**src/inc/fhc_params.svh**
```systemverilog
`ifndef FHC_PARAMS_SVH
`define FHC_PARAMS_SVH
// ==========
// timing
`define FH_CLK_NS 10
`define FH_SETUP_NS 20
`define FH_STROBE_NS 50
`define FH_HOLD_NS 20
`define FH_SETUP_CYC ((`FH_SETUP_NS + `FH_CLK_NS - 1) / `FH_CLK_NS)
`define FH_STROBE_CYC ((`FH_STROBE_NS + `FH_CLK_NS - 1) / `FH_CLK_NS)
`define FH_HOLD_CYC ((`FH_HOLD_NS + `FH_CLK_NS - 1) / `FH_CLK_NS)
`define FH_POLL_LIMIT 100000
// ==========
// array
`define FH_AW 17
`define FH_DW 8
`define FH_NSECT 8
`define FH_SECT_SHIFT 14
`define FH_POLL_BIT 7
`define FH_TOG_BIT 6
// ==========
// register offsets
`define FH_O_CMD 8'h00
`define FH_O_ADDR 8'h04
`define FH_O_WDATA 8'h08
`define FH_O_SECT 8'h0C
`define FH_O_STAT 8'h10
`define FH_O_RDATA 8'h14
`define FH_O_INT 8'h18
`define FH_O_MASK 8'h1C
// ==========
// operation codes in the command register
`define FH_OP_READ 4'h0
`define FH_OP_PROG 4'h1
`define FH_OP_CHIP 4'h2
`define FH_OP_SECT 4'h3
`define FH_OP_SUSP 4'h4
`define FH_OP_RES 4'h5
`define FH_OP_FON 4'h6
`define FH_OP_FOFF 4'h7
`define FH_OP_RST 4'h8
// ==========
// interrupt bits
`define FH_I_DONE 0
`define FH_I_REF 1
`define FH_I_TMO 2
`define FH_IW 3
// ==========
// device command words, set per part
`define FH_U1A 17'h00001
`define FH_U1D 8'h01
`define FH_U2A 17'h00002
`define FH_U2D 8'h02
`define FH_C_PROG 8'h10
`define FH_C_ESET 8'h20
`define FH_C_CHIP 8'h30
`define FH_C_SECT 8'h40
`define FH_C_SUSP 8'h50
`define FH_C_RES 8'h60
`define FH_C_FON 8'h70
`define FH_C_FOFF1 8'h80
`define FH_C_FOFF2 8'h00
`define FH_C_RST 8'hF0
`endif

```
**src/inc/fhc_pkg.sv**
```systemverilog
package fhc_pkg;
  typedef enum logic [1:0] {CY_IDLE, CY_SETUP, CY_STROBE, CY_HOLD}
    fhc_cyc_type;
  typedef enum logic [2:0] {
    ST_IDLE, ST_SEQ, ST_WAIT_W, ST_POLL, ST_WAIT_P, ST_RD, ST_WAIT_R
  } fhc_state_type;
endpackage

```
**src/core/fhc_bus_cycle.sv**
```systemverilog
`timescale 1ns/100ps
`include "fhc_params.svh"
module fhc_bus_cycle
  import fhc_pkg::*;
#(
  parameter int SETUP_CYC = `FH_SETUP_CYC,
  parameter int STROBE_CYC = `FH_STROBE_CYC,
  parameter int HOLD_CYC = `FH_HOLD_CYC
) (
  input wire logic core_clk,
  input wire logic rst_b,
  input wire logic start,
  input wire logic wr,
  input wire logic [`FH_AW-1:0] addr_in,
  input wire logic [`FH_DW-1:0] data_in,
  output logic done,
  output logic [`FH_DW-1:0] rdata,
  output logic [`FH_AW-1:0] flash_addr,
  output logic flash_ce_b,
  output logic flash_we_b,
  output logic flash_oe_b,
  input wire logic [`FH_DW-1:0] byte_data_lines_in,
  output logic [`FH_DW-1:0] byte_data_lines_out,
  output logic byte_data_lines_oe
);
  fhc_cyc_type cy_reg;
  logic [7:0] cnt_reg;
  logic wr_reg;
  logic ce_b_reg, we_b_reg, oe_b_reg;
  logic [`FH_AW-1:0] addr_reg;
  logic [`FH_DW-1:0] dout_reg, rdata_reg;

  assign done = (cy_reg == CY_HOLD) && (cnt_reg == 8'h00);
  assign rdata = rdata_reg;
  assign flash_addr = addr_reg;
  assign flash_ce_b = ce_b_reg;
  assign flash_we_b = we_b_reg;
  assign flash_oe_b = oe_b_reg;
  assign byte_data_lines_out = dout_reg;
  assign byte_data_lines_oe = wr_reg && (cy_reg != CY_IDLE);

  // ==========
  // one bus cycle: setup, strobe, hold
  always_ff @(posedge core_clk) begin
    if (!rst_b) begin
      cy_reg <= CY_IDLE;
      cnt_reg <= 8'h00;
      wr_reg <= 1'b0;
      ce_b_reg <= 1'b1;
      we_b_reg <= 1'b1;
      oe_b_reg <= 1'b1;
      addr_reg <= '0;
      dout_reg <= '0;
    end else begin
      unique case (cy_reg)
        CY_IDLE: if (start) begin
          cy_reg <= CY_SETUP;
          cnt_reg <= 8'(SETUP_CYC - 1);
          wr_reg <= wr;
          ce_b_reg <= 1'b0;
          addr_reg <= addr_in;
          dout_reg <= data_in;
        end
        CY_SETUP: if (cnt_reg == 8'h00) begin
          // separate strobes keep the data bus free of fights
          cy_reg <= CY_STROBE;
          cnt_reg <= 8'(STROBE_CYC - 1);
          we_b_reg <= !wr_reg;
          oe_b_reg <= wr_reg;
        end else begin
          cnt_reg <= cnt_reg - 8'h01;
        end
        CY_STROBE: if (cnt_reg == 8'h00) begin
          cy_reg <= CY_HOLD;
          cnt_reg <= 8'(HOLD_CYC - 1);
          we_b_reg <= 1'b1;
          oe_b_reg <= 1'b1;
        end else begin
          cnt_reg <= cnt_reg - 8'h01;
        end
        CY_HOLD: if (cnt_reg == 8'h00) begin
          // chip deselected between cycles puts it in standby
          cy_reg <= CY_IDLE;
          ce_b_reg <= 1'b1;
          wr_reg <= 1'b0;
        end else begin
          cnt_reg <= cnt_reg - 8'h01;
        end
      endcase
    end
  end

  // ==========
  // read data taken at the end of the strobe
  always_ff @(posedge core_clk) begin
    if (!rst_b) begin
      rdata_reg <= '0;
    end else if (cy_reg == CY_STROBE && cnt_reg == 8'h00 && !wr_reg) begin
      rdata_reg <= byte_data_lines_in;
    end
  end
endmodule

```
**src/core/fhc_flash_host.sv**
```systemverilog
// Design decisions made here: register access over APB and the register offsets.
`timescale 1ns/100ps
`include "fhc_params.svh"
// How it works
// - software ops other than read become plain bus write cycles to the flash command port; read is one bus read cycle
// - fast mode programs with two writes, normal mode with four
// - host polls toggle and completion bits until the operation ends or POLL_LIMIT reads have passed
// - host puts the flash in standby by deselecting it
// - chip select, write and output strobes are separate, active low
module fhc_flash_host
  import fhc_pkg::*;
#(
  parameter int POLL_LIMIT = `FH_POLL_LIMIT,
  parameter int NSECT = `FH_NSECT
) (
  input wire logic core_clk,
  input wire logic rst_b,
  input wire logic psel,
  input wire logic penable,
  input wire logic pwrite,
  input wire logic [7:0] paddr,
  input wire logic [31:0] pwdata,
  output logic [31:0] prdata,
  output logic pready,
  output logic pslverr,
  output logic irq,
  output logic [`FH_AW-1:0] flash_addr,
  output logic flash_ce_b,
  output logic flash_we_b,
  output logic flash_oe_b,
  input wire logic [`FH_DW-1:0] byte_data_lines_in,
  output logic [`FH_DW-1:0] byte_data_lines_out,
  output logic byte_data_lines_oe
);
  localparam int CW = $clog2(POLL_LIMIT + 1);
  fhc_state_type st_reg;
  logic [3:0] op_reg;
  logic [2:0] step_reg;
  logic [NSECT-1:0] pend_reg, sect_reg;
  logic [`FH_AW-1:0] addr_reg, poll_addr_reg, erase_addr_reg;
  logic [`FH_DW-1:0] wdata_reg, prev_reg, rdata_reg;
  logic first_reg, exp_reg, susp_reg, fast_reg, erasing_reg, sreq_reg;
  logic [CW-1:0] pcnt_reg;
  logic done_ev_reg, tmo_ev_reg;
  logic [`FH_IW-1:0] int_reg, mask_reg;
  logic [31:0] prdata_reg;
  logic [2:0] wcnt_reg;
  logic [1:0] preads_reg;

  logic wr_en, cmd_wr, legal, take, stake, refuse, mapped;
  logic [3:0] op_in;
  logic eng_start, eng_wr, eng_done;
  logic [`FH_AW-1:0] eng_addr, sect_addr;
  logic [`FH_DW-1:0] eng_rdata;
  logic [25:0] word;
  logic seq_last, tog_same, poll_ok;
  logic [2:0] sidx;

  // ==========
  // command words for each op and step
  function automatic logic [25:0] seq_word(input logic [3:0] op,
      input logic [2:0] step, input logic fast,
      input logic [`FH_AW-1:0] ta, input logic [`FH_DW-1:0] td,
      input logic [`FH_AW-1:0] sa);
    logic [`FH_AW-1:0] a;
    logic [`FH_DW-1:0] d;
    logic last;
    a = (step == 3'd1 || step == 3'd4) ? `FH_U2A : `FH_U1A;
    d = (step == 3'd1 || step == 3'd4) ? `FH_U2D : `FH_U1D;
    last = 1'b0;
    unique case (op)
      `FH_OP_PROG: begin
        if (fast ? step == 3'd0 : step == 3'd2) begin
          d = `FH_C_PROG;
        end
        if (fast ? step == 3'd1 : step == 3'd3) begin
          a = ta;
          d = td;
          last = 1'b1;
        end
      end
      `FH_OP_CHIP, `FH_OP_SECT: begin
        if (step == 3'd2) begin
          d = `FH_C_ESET;
        end
        if (step == 3'd5) begin
          a = (op == `FH_OP_CHIP) ? `FH_U1A : sa;
          d = (op == `FH_OP_CHIP) ? `FH_C_CHIP : `FH_C_SECT;
          last = 1'b1;
        end
      end
      `FH_OP_FON: begin
        if (step == 3'd2) begin
          d = `FH_C_FON;
          last = 1'b1;
        end
      end
      `FH_OP_FOFF: begin
        d = (step == 3'd0) ? `FH_C_FOFF1 : `FH_C_FOFF2;
        last = (step == 3'd1);
      end
      `FH_OP_SUSP: begin
        d = `FH_C_SUSP;
        last = 1'b1;
      end
      `FH_OP_RES: begin
        d = `FH_C_RES;
        last = 1'b1;
      end
      default: begin
        d = `FH_C_RST;
        last = 1'b1;
      end
    endcase
    return {last, a, d};
  endfunction

  // lowest selected sector still to be issued
  always_comb begin
    sidx = 3'd0;
    for (int i = NSECT - 1; i >= 0; i--) begin
      if (pend_reg[i]) begin
        sidx = 3'(i);
      end
    end
  end
  // sectors are 16K apart
  assign sect_addr = `FH_AW'(sidx) << `FH_SECT_SHIFT;
  assign word = seq_word(op_reg, step_reg, fast_reg, addr_reg, wdata_reg,
                         sect_addr);
  // one sector command per chosen sector
  assign seq_last = (op_reg == `FH_OP_SECT && step_reg == 3'd5) ?
    ((pend_reg & ~(NSECT'(1) << sidx)) == '0) : word[25];

  // ==========
  // apb slave
  assign pready = 1'b1;
  assign wr_en = psel && penable && pwrite;
  assign mapped = (paddr[1:0] == 2'b00) && (paddr <= `FH_O_MASK);
  assign pslverr = psel && penable && !mapped;
  assign prdata = prdata_reg;
  assign cmd_wr = wr_en && (paddr == `FH_O_CMD);
  assign op_in = pwdata[3:0];
  assign irq = |(int_reg & mask_reg);

  always_comb begin
    unique case (op_in)
      `FH_OP_READ, `FH_OP_PROG, `FH_OP_FON, `FH_OP_FOFF, `FH_OP_RST:
        legal = 1'b1;
      // no new erase while one is on hold
      `FH_OP_CHIP: legal = !susp_reg;
      `FH_OP_SECT: legal = !susp_reg && (sect_reg != '0);
      `FH_OP_RES: legal = susp_reg;
      default: legal = 1'b0;
    endcase
  end
  assign take = cmd_wr && (st_reg == ST_IDLE) && legal;
  // suspend only cuts into erase polling
  assign stake = cmd_wr && (op_in == `FH_OP_SUSP) && erasing_reg &&
    !sreq_reg && (st_reg == ST_POLL || st_reg == ST_WAIT_P);
  // reads while busy are refused, the array shows status
  assign refuse = cmd_wr && !take && !stake;

  always_ff @(posedge core_clk) begin
    if (!rst_b) begin
      addr_reg <= '0;
      wdata_reg <= '0;
      sect_reg <= '0;
      mask_reg <= '0;
    end else if (wr_en) begin
      if (paddr == `FH_O_ADDR) addr_reg <= pwdata[`FH_AW-1:0];
      if (paddr == `FH_O_WDATA) wdata_reg <= pwdata[`FH_DW-1:0];
      if (paddr == `FH_O_SECT) sect_reg <= pwdata[NSECT-1:0];
      if (paddr == `FH_O_MASK) mask_reg <= pwdata[`FH_IW-1:0];
    end
  end

  always_ff @(posedge core_clk) begin
    if (!rst_b) begin
      prdata_reg <= 32'h0;
    end else if (psel && !penable) begin
      unique case (paddr)
        `FH_O_ADDR: prdata_reg <= 32'(addr_reg);
        `FH_O_WDATA: prdata_reg <= 32'(wdata_reg);
        `FH_O_SECT: prdata_reg <= 32'(sect_reg);
        `FH_O_STAT: prdata_reg <= {28'h0, fast_reg, erasing_reg,
                                   susp_reg, st_reg != ST_IDLE};
        `FH_O_RDATA: prdata_reg <= 32'(rdata_reg);
        `FH_O_INT: prdata_reg <= 32'(int_reg);
        `FH_O_MASK: prdata_reg <= 32'(mask_reg);
        default: prdata_reg <= 32'h0;
      endcase
    end
  end

  // sticky events, set beats a write-one clear
  always_ff @(posedge core_clk) begin
    if (!rst_b) begin
      int_reg <= '0;
    end else begin
      int_reg <= (int_reg & ~((wr_en && paddr == `FH_O_INT) ?
                  pwdata[`FH_IW-1:0] : '0))
               | {tmo_ev_reg, refuse, done_ev_reg};
    end
  end

  // ==========
  // sequencer
  assign eng_start = (st_reg == ST_SEQ) || (st_reg == ST_POLL) ||
                     (st_reg == ST_RD);
  assign eng_wr = (st_reg == ST_SEQ);
  assign eng_addr = (st_reg == ST_SEQ) ? word[24:8] :
                    (st_reg == ST_POLL) ? poll_addr_reg : addr_reg;
  // flash runs its own algorithm, host watches the toggle and data poll bits
  assign tog_same = eng_rdata[`FH_TOG_BIT] == prev_reg[`FH_TOG_BIT];
  assign poll_ok = tog_same && (eng_rdata[`FH_POLL_BIT] == exp_reg);

  always_ff @(posedge core_clk) begin
    if (!rst_b) begin
      st_reg <= ST_IDLE;
      op_reg <= `FH_OP_RST;
      step_reg <= 3'd0;
      pend_reg <= '0;
      poll_addr_reg <= '0;
      erase_addr_reg <= '0;
      prev_reg <= '0;
      rdata_reg <= '0;
      first_reg <= 1'b0;
      exp_reg <= 1'b0;
      susp_reg <= 1'b0;
      fast_reg <= 1'b0;
      erasing_reg <= 1'b0;
      sreq_reg <= 1'b0;
      pcnt_reg <= '0;
      done_ev_reg <= 1'b0;
      tmo_ev_reg <= 1'b0;
    end else begin
      done_ev_reg <= 1'b0;
      tmo_ev_reg <= 1'b0;
      if (stake) sreq_reg <= 1'b1;
      unique case (st_reg)
        ST_IDLE: if (take) begin
          op_reg <= op_in;
          step_reg <= 3'd0;
          pend_reg <= sect_reg;
          st_reg <= (op_in == `FH_OP_READ) ? ST_RD : ST_SEQ;
        end
        ST_SEQ: st_reg <= ST_WAIT_W;
        ST_WAIT_W: if (eng_done) begin
          if (op_reg == `FH_OP_SECT && step_reg == 3'd5) begin
            pend_reg[sidx] <= 1'b0;
            erase_addr_reg <= sect_addr;
            poll_addr_reg <= sect_addr;
          end
          if (!seq_last) begin
            st_reg <= ST_SEQ;
            if (step_reg != 3'd5) step_reg <= step_reg + 3'd1;
          end else begin
            first_reg <= 1'b1;
            pcnt_reg <= '0;
            st_reg <= ST_POLL;
            unique case (op_reg)
              // program: data bit shows true once written
              `FH_OP_PROG: begin
                poll_addr_reg <= addr_reg;
                exp_reg <= wdata_reg[`FH_POLL_BIT];
              end
              // erase ends with all ones
              `FH_OP_CHIP: begin
                poll_addr_reg <= `FH_U1A;
                erase_addr_reg <= `FH_U1A;
                exp_reg <= 1'b1;
                erasing_reg <= 1'b1;
              end
              `FH_OP_SECT: begin
                exp_reg <= 1'b1;
                erasing_reg <= 1'b1;
              end
              `FH_OP_RES: begin
                poll_addr_reg <= erase_addr_reg;
                exp_reg <= 1'b1;
                erasing_reg <= 1'b1;
                susp_reg <= 1'b0;
              end
              default: begin
                st_reg <= ST_IDLE;
                done_ev_reg <= 1'b1;
                if (op_reg == `FH_OP_FON) fast_reg <= 1'b1;
                if (op_reg == `FH_OP_FOFF) fast_reg <= 1'b0;
                if (op_reg == `FH_OP_SUSP) begin
                  susp_reg <= 1'b1;
                  erasing_reg <= 1'b0;
                end
              end
            endcase
          end
        end
        ST_POLL: st_reg <= ST_WAIT_P;
        ST_WAIT_P: if (eng_done) begin
          prev_reg <= eng_rdata;
          first_reg <= 1'b0;
          pcnt_reg <= pcnt_reg + CW'(1);
          if (sreq_reg) begin
            sreq_reg <= 1'b0;
            op_reg <= `FH_OP_SUSP;
            step_reg <= 3'd0;
            st_reg <= ST_SEQ;
          end else if (!first_reg && poll_ok) begin
            // back to array reads, ready for a new command
            rdata_reg <= eng_rdata;
            erasing_reg <= 1'b0;
            done_ev_reg <= 1'b1;
            st_reg <= ST_IDLE;
          end else if (pcnt_reg == CW'(POLL_LIMIT - 1)) begin
            erasing_reg <= 1'b0;
            tmo_ev_reg <= 1'b1;
            st_reg <= ST_IDLE;
          end else begin
            st_reg <= ST_POLL;
          end
        end
        ST_RD: st_reg <= ST_WAIT_R;
        ST_WAIT_R: if (eng_done) begin
          rdata_reg <= eng_rdata;
          done_ev_reg <= 1'b1;
          st_reg <= ST_IDLE;
        end
      endcase
    end
  end

  fhc_bus_cycle u_cyc (
    .core_clk(core_clk),
    .rst_b(rst_b),
    .start(eng_start),
    .wr(eng_wr),
    .addr_in(eng_addr),
    .data_in(word[7:0]),
    .done(eng_done),
    .rdata(eng_rdata),
    .flash_addr(flash_addr),
    .flash_ce_b(flash_ce_b),
    .flash_we_b(flash_we_b),
    .flash_oe_b(flash_oe_b),
    .byte_data_lines_in(byte_data_lines_in),
    .byte_data_lines_out(byte_data_lines_out),
    .byte_data_lines_oe(byte_data_lines_oe)
  );

  // ==========
  // checker helpers: writes per op and reads per poll
  always_ff @(posedge core_clk) begin
    if (!rst_b || take) begin
      wcnt_reg <= 3'd0;
    end else if (st_reg == ST_SEQ && wcnt_reg != 3'd7) begin
      wcnt_reg <= wcnt_reg + 3'd1;
    end
  end
  always_ff @(posedge core_clk) begin
    if (!rst_b || st_reg == ST_WAIT_W) begin
      preads_reg <= 2'd0;
    end else if (st_reg == ST_WAIT_P && eng_done && preads_reg != 2'd3) begin
      preads_reg <= preads_reg + 2'd1;
    end
  end
endmodule

```
**config.mk**
```make
export PLATFORM = sky130hd
export DESIGN_NAME = fhc_flash_host
export DESIGN_NICKNAME = d
export VERILOG_FILES = /design/src/inc/fhc_pkg.sv /design/src/core/fhc_bus_cycle.sv /design/src/core/fhc_flash_host.sv
export VERILOG_INCLUDE_DIRS = /design/src /design/src/inc
export SDC_FILE = /design/constraint.sdc
export NUM_CORES = 1
export LEC_CHECK = 0
export BUFFER_PORTS_ARGS = -buffer_cell sky130_fd_sc_hd__buf_2
export CAP_MARGIN = 20
export CORE_MARGIN = 10
export CORE_UTILIZATION = 45
export DETAILED_ROUTE_END_ITERATION = 8
export PLACE_DENSITY = 0.75
export SYNTH_ARGS = -nofsm -noshare
export SYNTH_HDL_FRONTEND = slang
export SYNTH_SLANG_ARGS = --single-unit
```
**constraint.sdc**
```tcl
create_clock -name core_clk -period 2.7 [get_ports core_clk]
set_input_delay 0.135 -clock core_clk [delete_from_list [all_inputs] [get_ports core_clk]]
set_output_delay 0.135 -clock core_clk [all_outputs]
set_load 0.02 [all_outputs]
```
==> qor.csv <==
metric,value,unit
status,"finished, final reports clean",
r2r startpoint,u_cyc.cnt_reg[0],
antenna cells,0,
Yosys top cell by area,dfxtp_1,
Synth cell types,82,
final setup fails,0,
Worst setup EP type,flip-flop,
CTS max path bufs,2,
register area share after synthesis,41.7,%
RePlAce Congestion,0.940,
Die W,162,microns
period utilization,93.8,%
Clock transition at path regs,0.08,ns
"slowest stage delay, CP",0.51,ns
Wirelength per Cell,17.4,microns
"Hold Violations, Final",0,
main area contributors after synthesis,"dfxtp_1 42%, a21oi_1 6.3%, nand2_1 6.2%",
Yosys top cell area share,41.7,%
worst-margin pin slew,0.631,ns
Post-DRT Antenna Nets,0,
leakage,4.07,nW
Clock Tree Root,clkbuf_16,
crit path launch type,flip-flop,
asr flop ratio synth,0,%
GR Overflow Total,0,
first-pass GRT wire length,41600,microns
fraction of layout cells with a size suffix above 1,15.6,%
CTS tree,built,
die height,162,microns
worst path arrival time,2.87,ns
Max Fclk,395,MHz
CP endpoint,exp_reg,
Synth Area per Inst,8.08,sq um
VDD IR max,0.000431,V
"leading cell types in the layout, fill and taps excluded","189 x dfxtp_1, 150 x nand2_1, 126 x nor2_1",
cells after synthesis,1124,
Synth Flop Type,dfxtp_1,
Max Cap Viol,0,
Iteration-0 DRC Markers,891,
WP buf/inv,1,
Vias,8552,
reg2reg path depth,8,
r2r setup slk,0.17,ns
"flops & latches, synth",189,
"Net count, final",1291,
fillers,1864,
Total Die Area,0.0263,sq mm
# port buffers,85,
synthesis-to-layout area growth,17.9,%
CTS H-tree depth,4,
vias in the first global route,7990,
critical path cell sequence,inv_1 -> ha_1 -> or4b_4 -> or3_4 -> nor2_8 -> nand2_4 -> or4_1 -> o211a_1,
final setup skew,0.00896,ns
Ys Warns,0,
Worst Setup Path Type,reg2reg,
worst setup path startpoint,u_cyc.cnt_reg[0],
DP Area,0.00987,sq mm
Cell Pwr Density,548,mW/mm^2
minimum clock period,2.53,ns
Num Clock Sinks,189,
DRC,0,
CTS Buf Count,17,
core region area,0.0197,sq mm
"commonest non-fill, non-tap cell in the layout",dfxtp_1,
DR vias/cell,5.68,
"Slowest-stage cell, CP",or4_1,
post-detail-place hpwl,18700,microns
CP max FO,7,
GRT Total Usage,19.3,%
final wirelength,26200,microns
"Largest delay share family, worst path",simple AND/OR/NAND/NOR gates,
RSZ-0062 raised after global routing,false,
Post-synth EDFFs,0,
Worst R2R End,exp_reg,
Post-Synthesis Cell Area,0.00908,sq mm
final instance area,0.0107,sq mm
Initial Util,46.2,%
drt pass-1 iters,5,
Crit path required time,3.03,ns
Worst-Skew Late Latency,0.44,ns
Ports,117,
post-route setup TNS,0,ns
Row Count,51,
Final Slew Violations,0,
slew margin rel.,56.9,%
largest net degree at the start of global routing,79,
Post-CTS Setup Repair Bufs,0,
Worst path depth,8,
HP Class,in2reg,
initial antenna violation count,1,
## Yosys cell counts (4+ instances only)
library cell / instances
nand3b_1: 7
xnor2_1: 9
a221oi_1: 15
a211oi_1: 8
o31ai_1: 4
nor3_1: 35
inv_1: 24
dfxtp_1: 189
and2_1: 5
nor2_1: 126
buf_2: 6
nand2b_1: 8
nor3b_1: 4
nand3_1: 43
xor2_1: 8
or3_1: 21
a21oi_1: 114
buf_6: 4
nor2b_1: 10
ha_1: 11
or2_2: 4
buf_4: 16
a22oi_1: 22
a22o_1: 8
nor4_1: 7
and3_1: 22
a222oi_1: 5
nand4_1: 9
a31oi_1: 7
o221a_2: 4
mux2i_1: 28
a21o_1: 6
nand2_1: 150
clkbuf_1: 54
o21ai_0: 59
## through the flow
step / utilization, % / cells / hold slack, ns / power [mW] / setup WS (ns)
6_report: 54.5 / 1505 / 0.0624 / 5.87 / 0.168
5_1_grt: 54.5 / 1505 / 0.0602 / 6.06 / 0.0287
4_1_cts: 54.5 / 1505 / 0.0463 / 5.90 / 0.0721
3_5_place_dp: 50.2 / 1452 / 0.386 / 3.31 / 0.0927
3_3_place_gp: 50.2 / 1452 / 0.374 / 3.31 / 0.154
2_1_floorplan: - / 1138 / 0.275 / 3.21 / 0.147
## worst min-delay path by stage
stage | from | to | cells past startpoint
3_5_place_dp | byte_data_lines_in[0] | u_cyc.rdata[0] | 3
3_3_place_gp | byte_data_lines_in[0] | u_cyc.rdata[0] | 3
4_1_cts | pwdata[0] | addr_reg[0] | 3
6_report | pwdata[0] | addr_reg[0] | 3
2_1_floorplan | pwdata[3] | op_reg[3] | 1
5_1_grt | pwdata[0] | addr_reg[0] | 3
## kinds of logic after synthesis
logic type,count (synthesis),share of synthesized area (%)
AOI/OAI and AO/OA,289,20.3
xor gates and xnor gates,17,1.64
adders and majority gates,11,1.52
buffers and inverters,108,5.54
DFF,189,41.7
muxes,31,3.58
other,2,0.0827
and+or+nand+nor,477,25.7
## area by class of cell
cell class / instances / area, sq um / area share, %
multi-input cells: 841 / 4860 / 45.4
flip-flops and latches: 189 / 3780 / 35.3
repair buffers: 153 / 1010 / 9.46
clock buffers: 17 / 425 / 3.97
well taps: 265 / 332 / 3.10
clock inverters: 15 / 204 / 1.90
inverters: 25 / 95.1 / 0.888
## worst register-to-register path, cell delays in order, from the launching register on
cell and delay [ns]:
dfxtp_1 0.35, inv_1 0.07, ha_1 0.18, or4b_4 0.48, or3_4 0.44, nor2_8 0.20, nand2_4 0.07, or4_1 0.51
o211a_1 0.14
## where the power goes
group | switching [mW] | leakage [nW] | total (mW) | internal [mW]
registers | 0.0317 | 1.52 | 2.84 | 2.81
clock network | 1.30 | 0.304 | 2.59 | 1.28
logic | 0.275 | 2.25 | 0.436 | 0.161
## metal layers
metal  GRT usage, %  vias to the layer above  wire [microns]
met2           32.0                      313           12700
met5              0                        -              12
met4           7.49                        2             773
met3           3.94                       48            1730
li1               -                     4190               -
met1           24.1                     3999           11000
## what timing repair did
action | CTS | global route
hold buffers | 21 | 0
resized for setup | 0 | 1
hold endpoints to repair | 29 | 0
endpoints found under the setup margin | 0 | 24
Note: power is estimated with default switching activity, not from simulation.
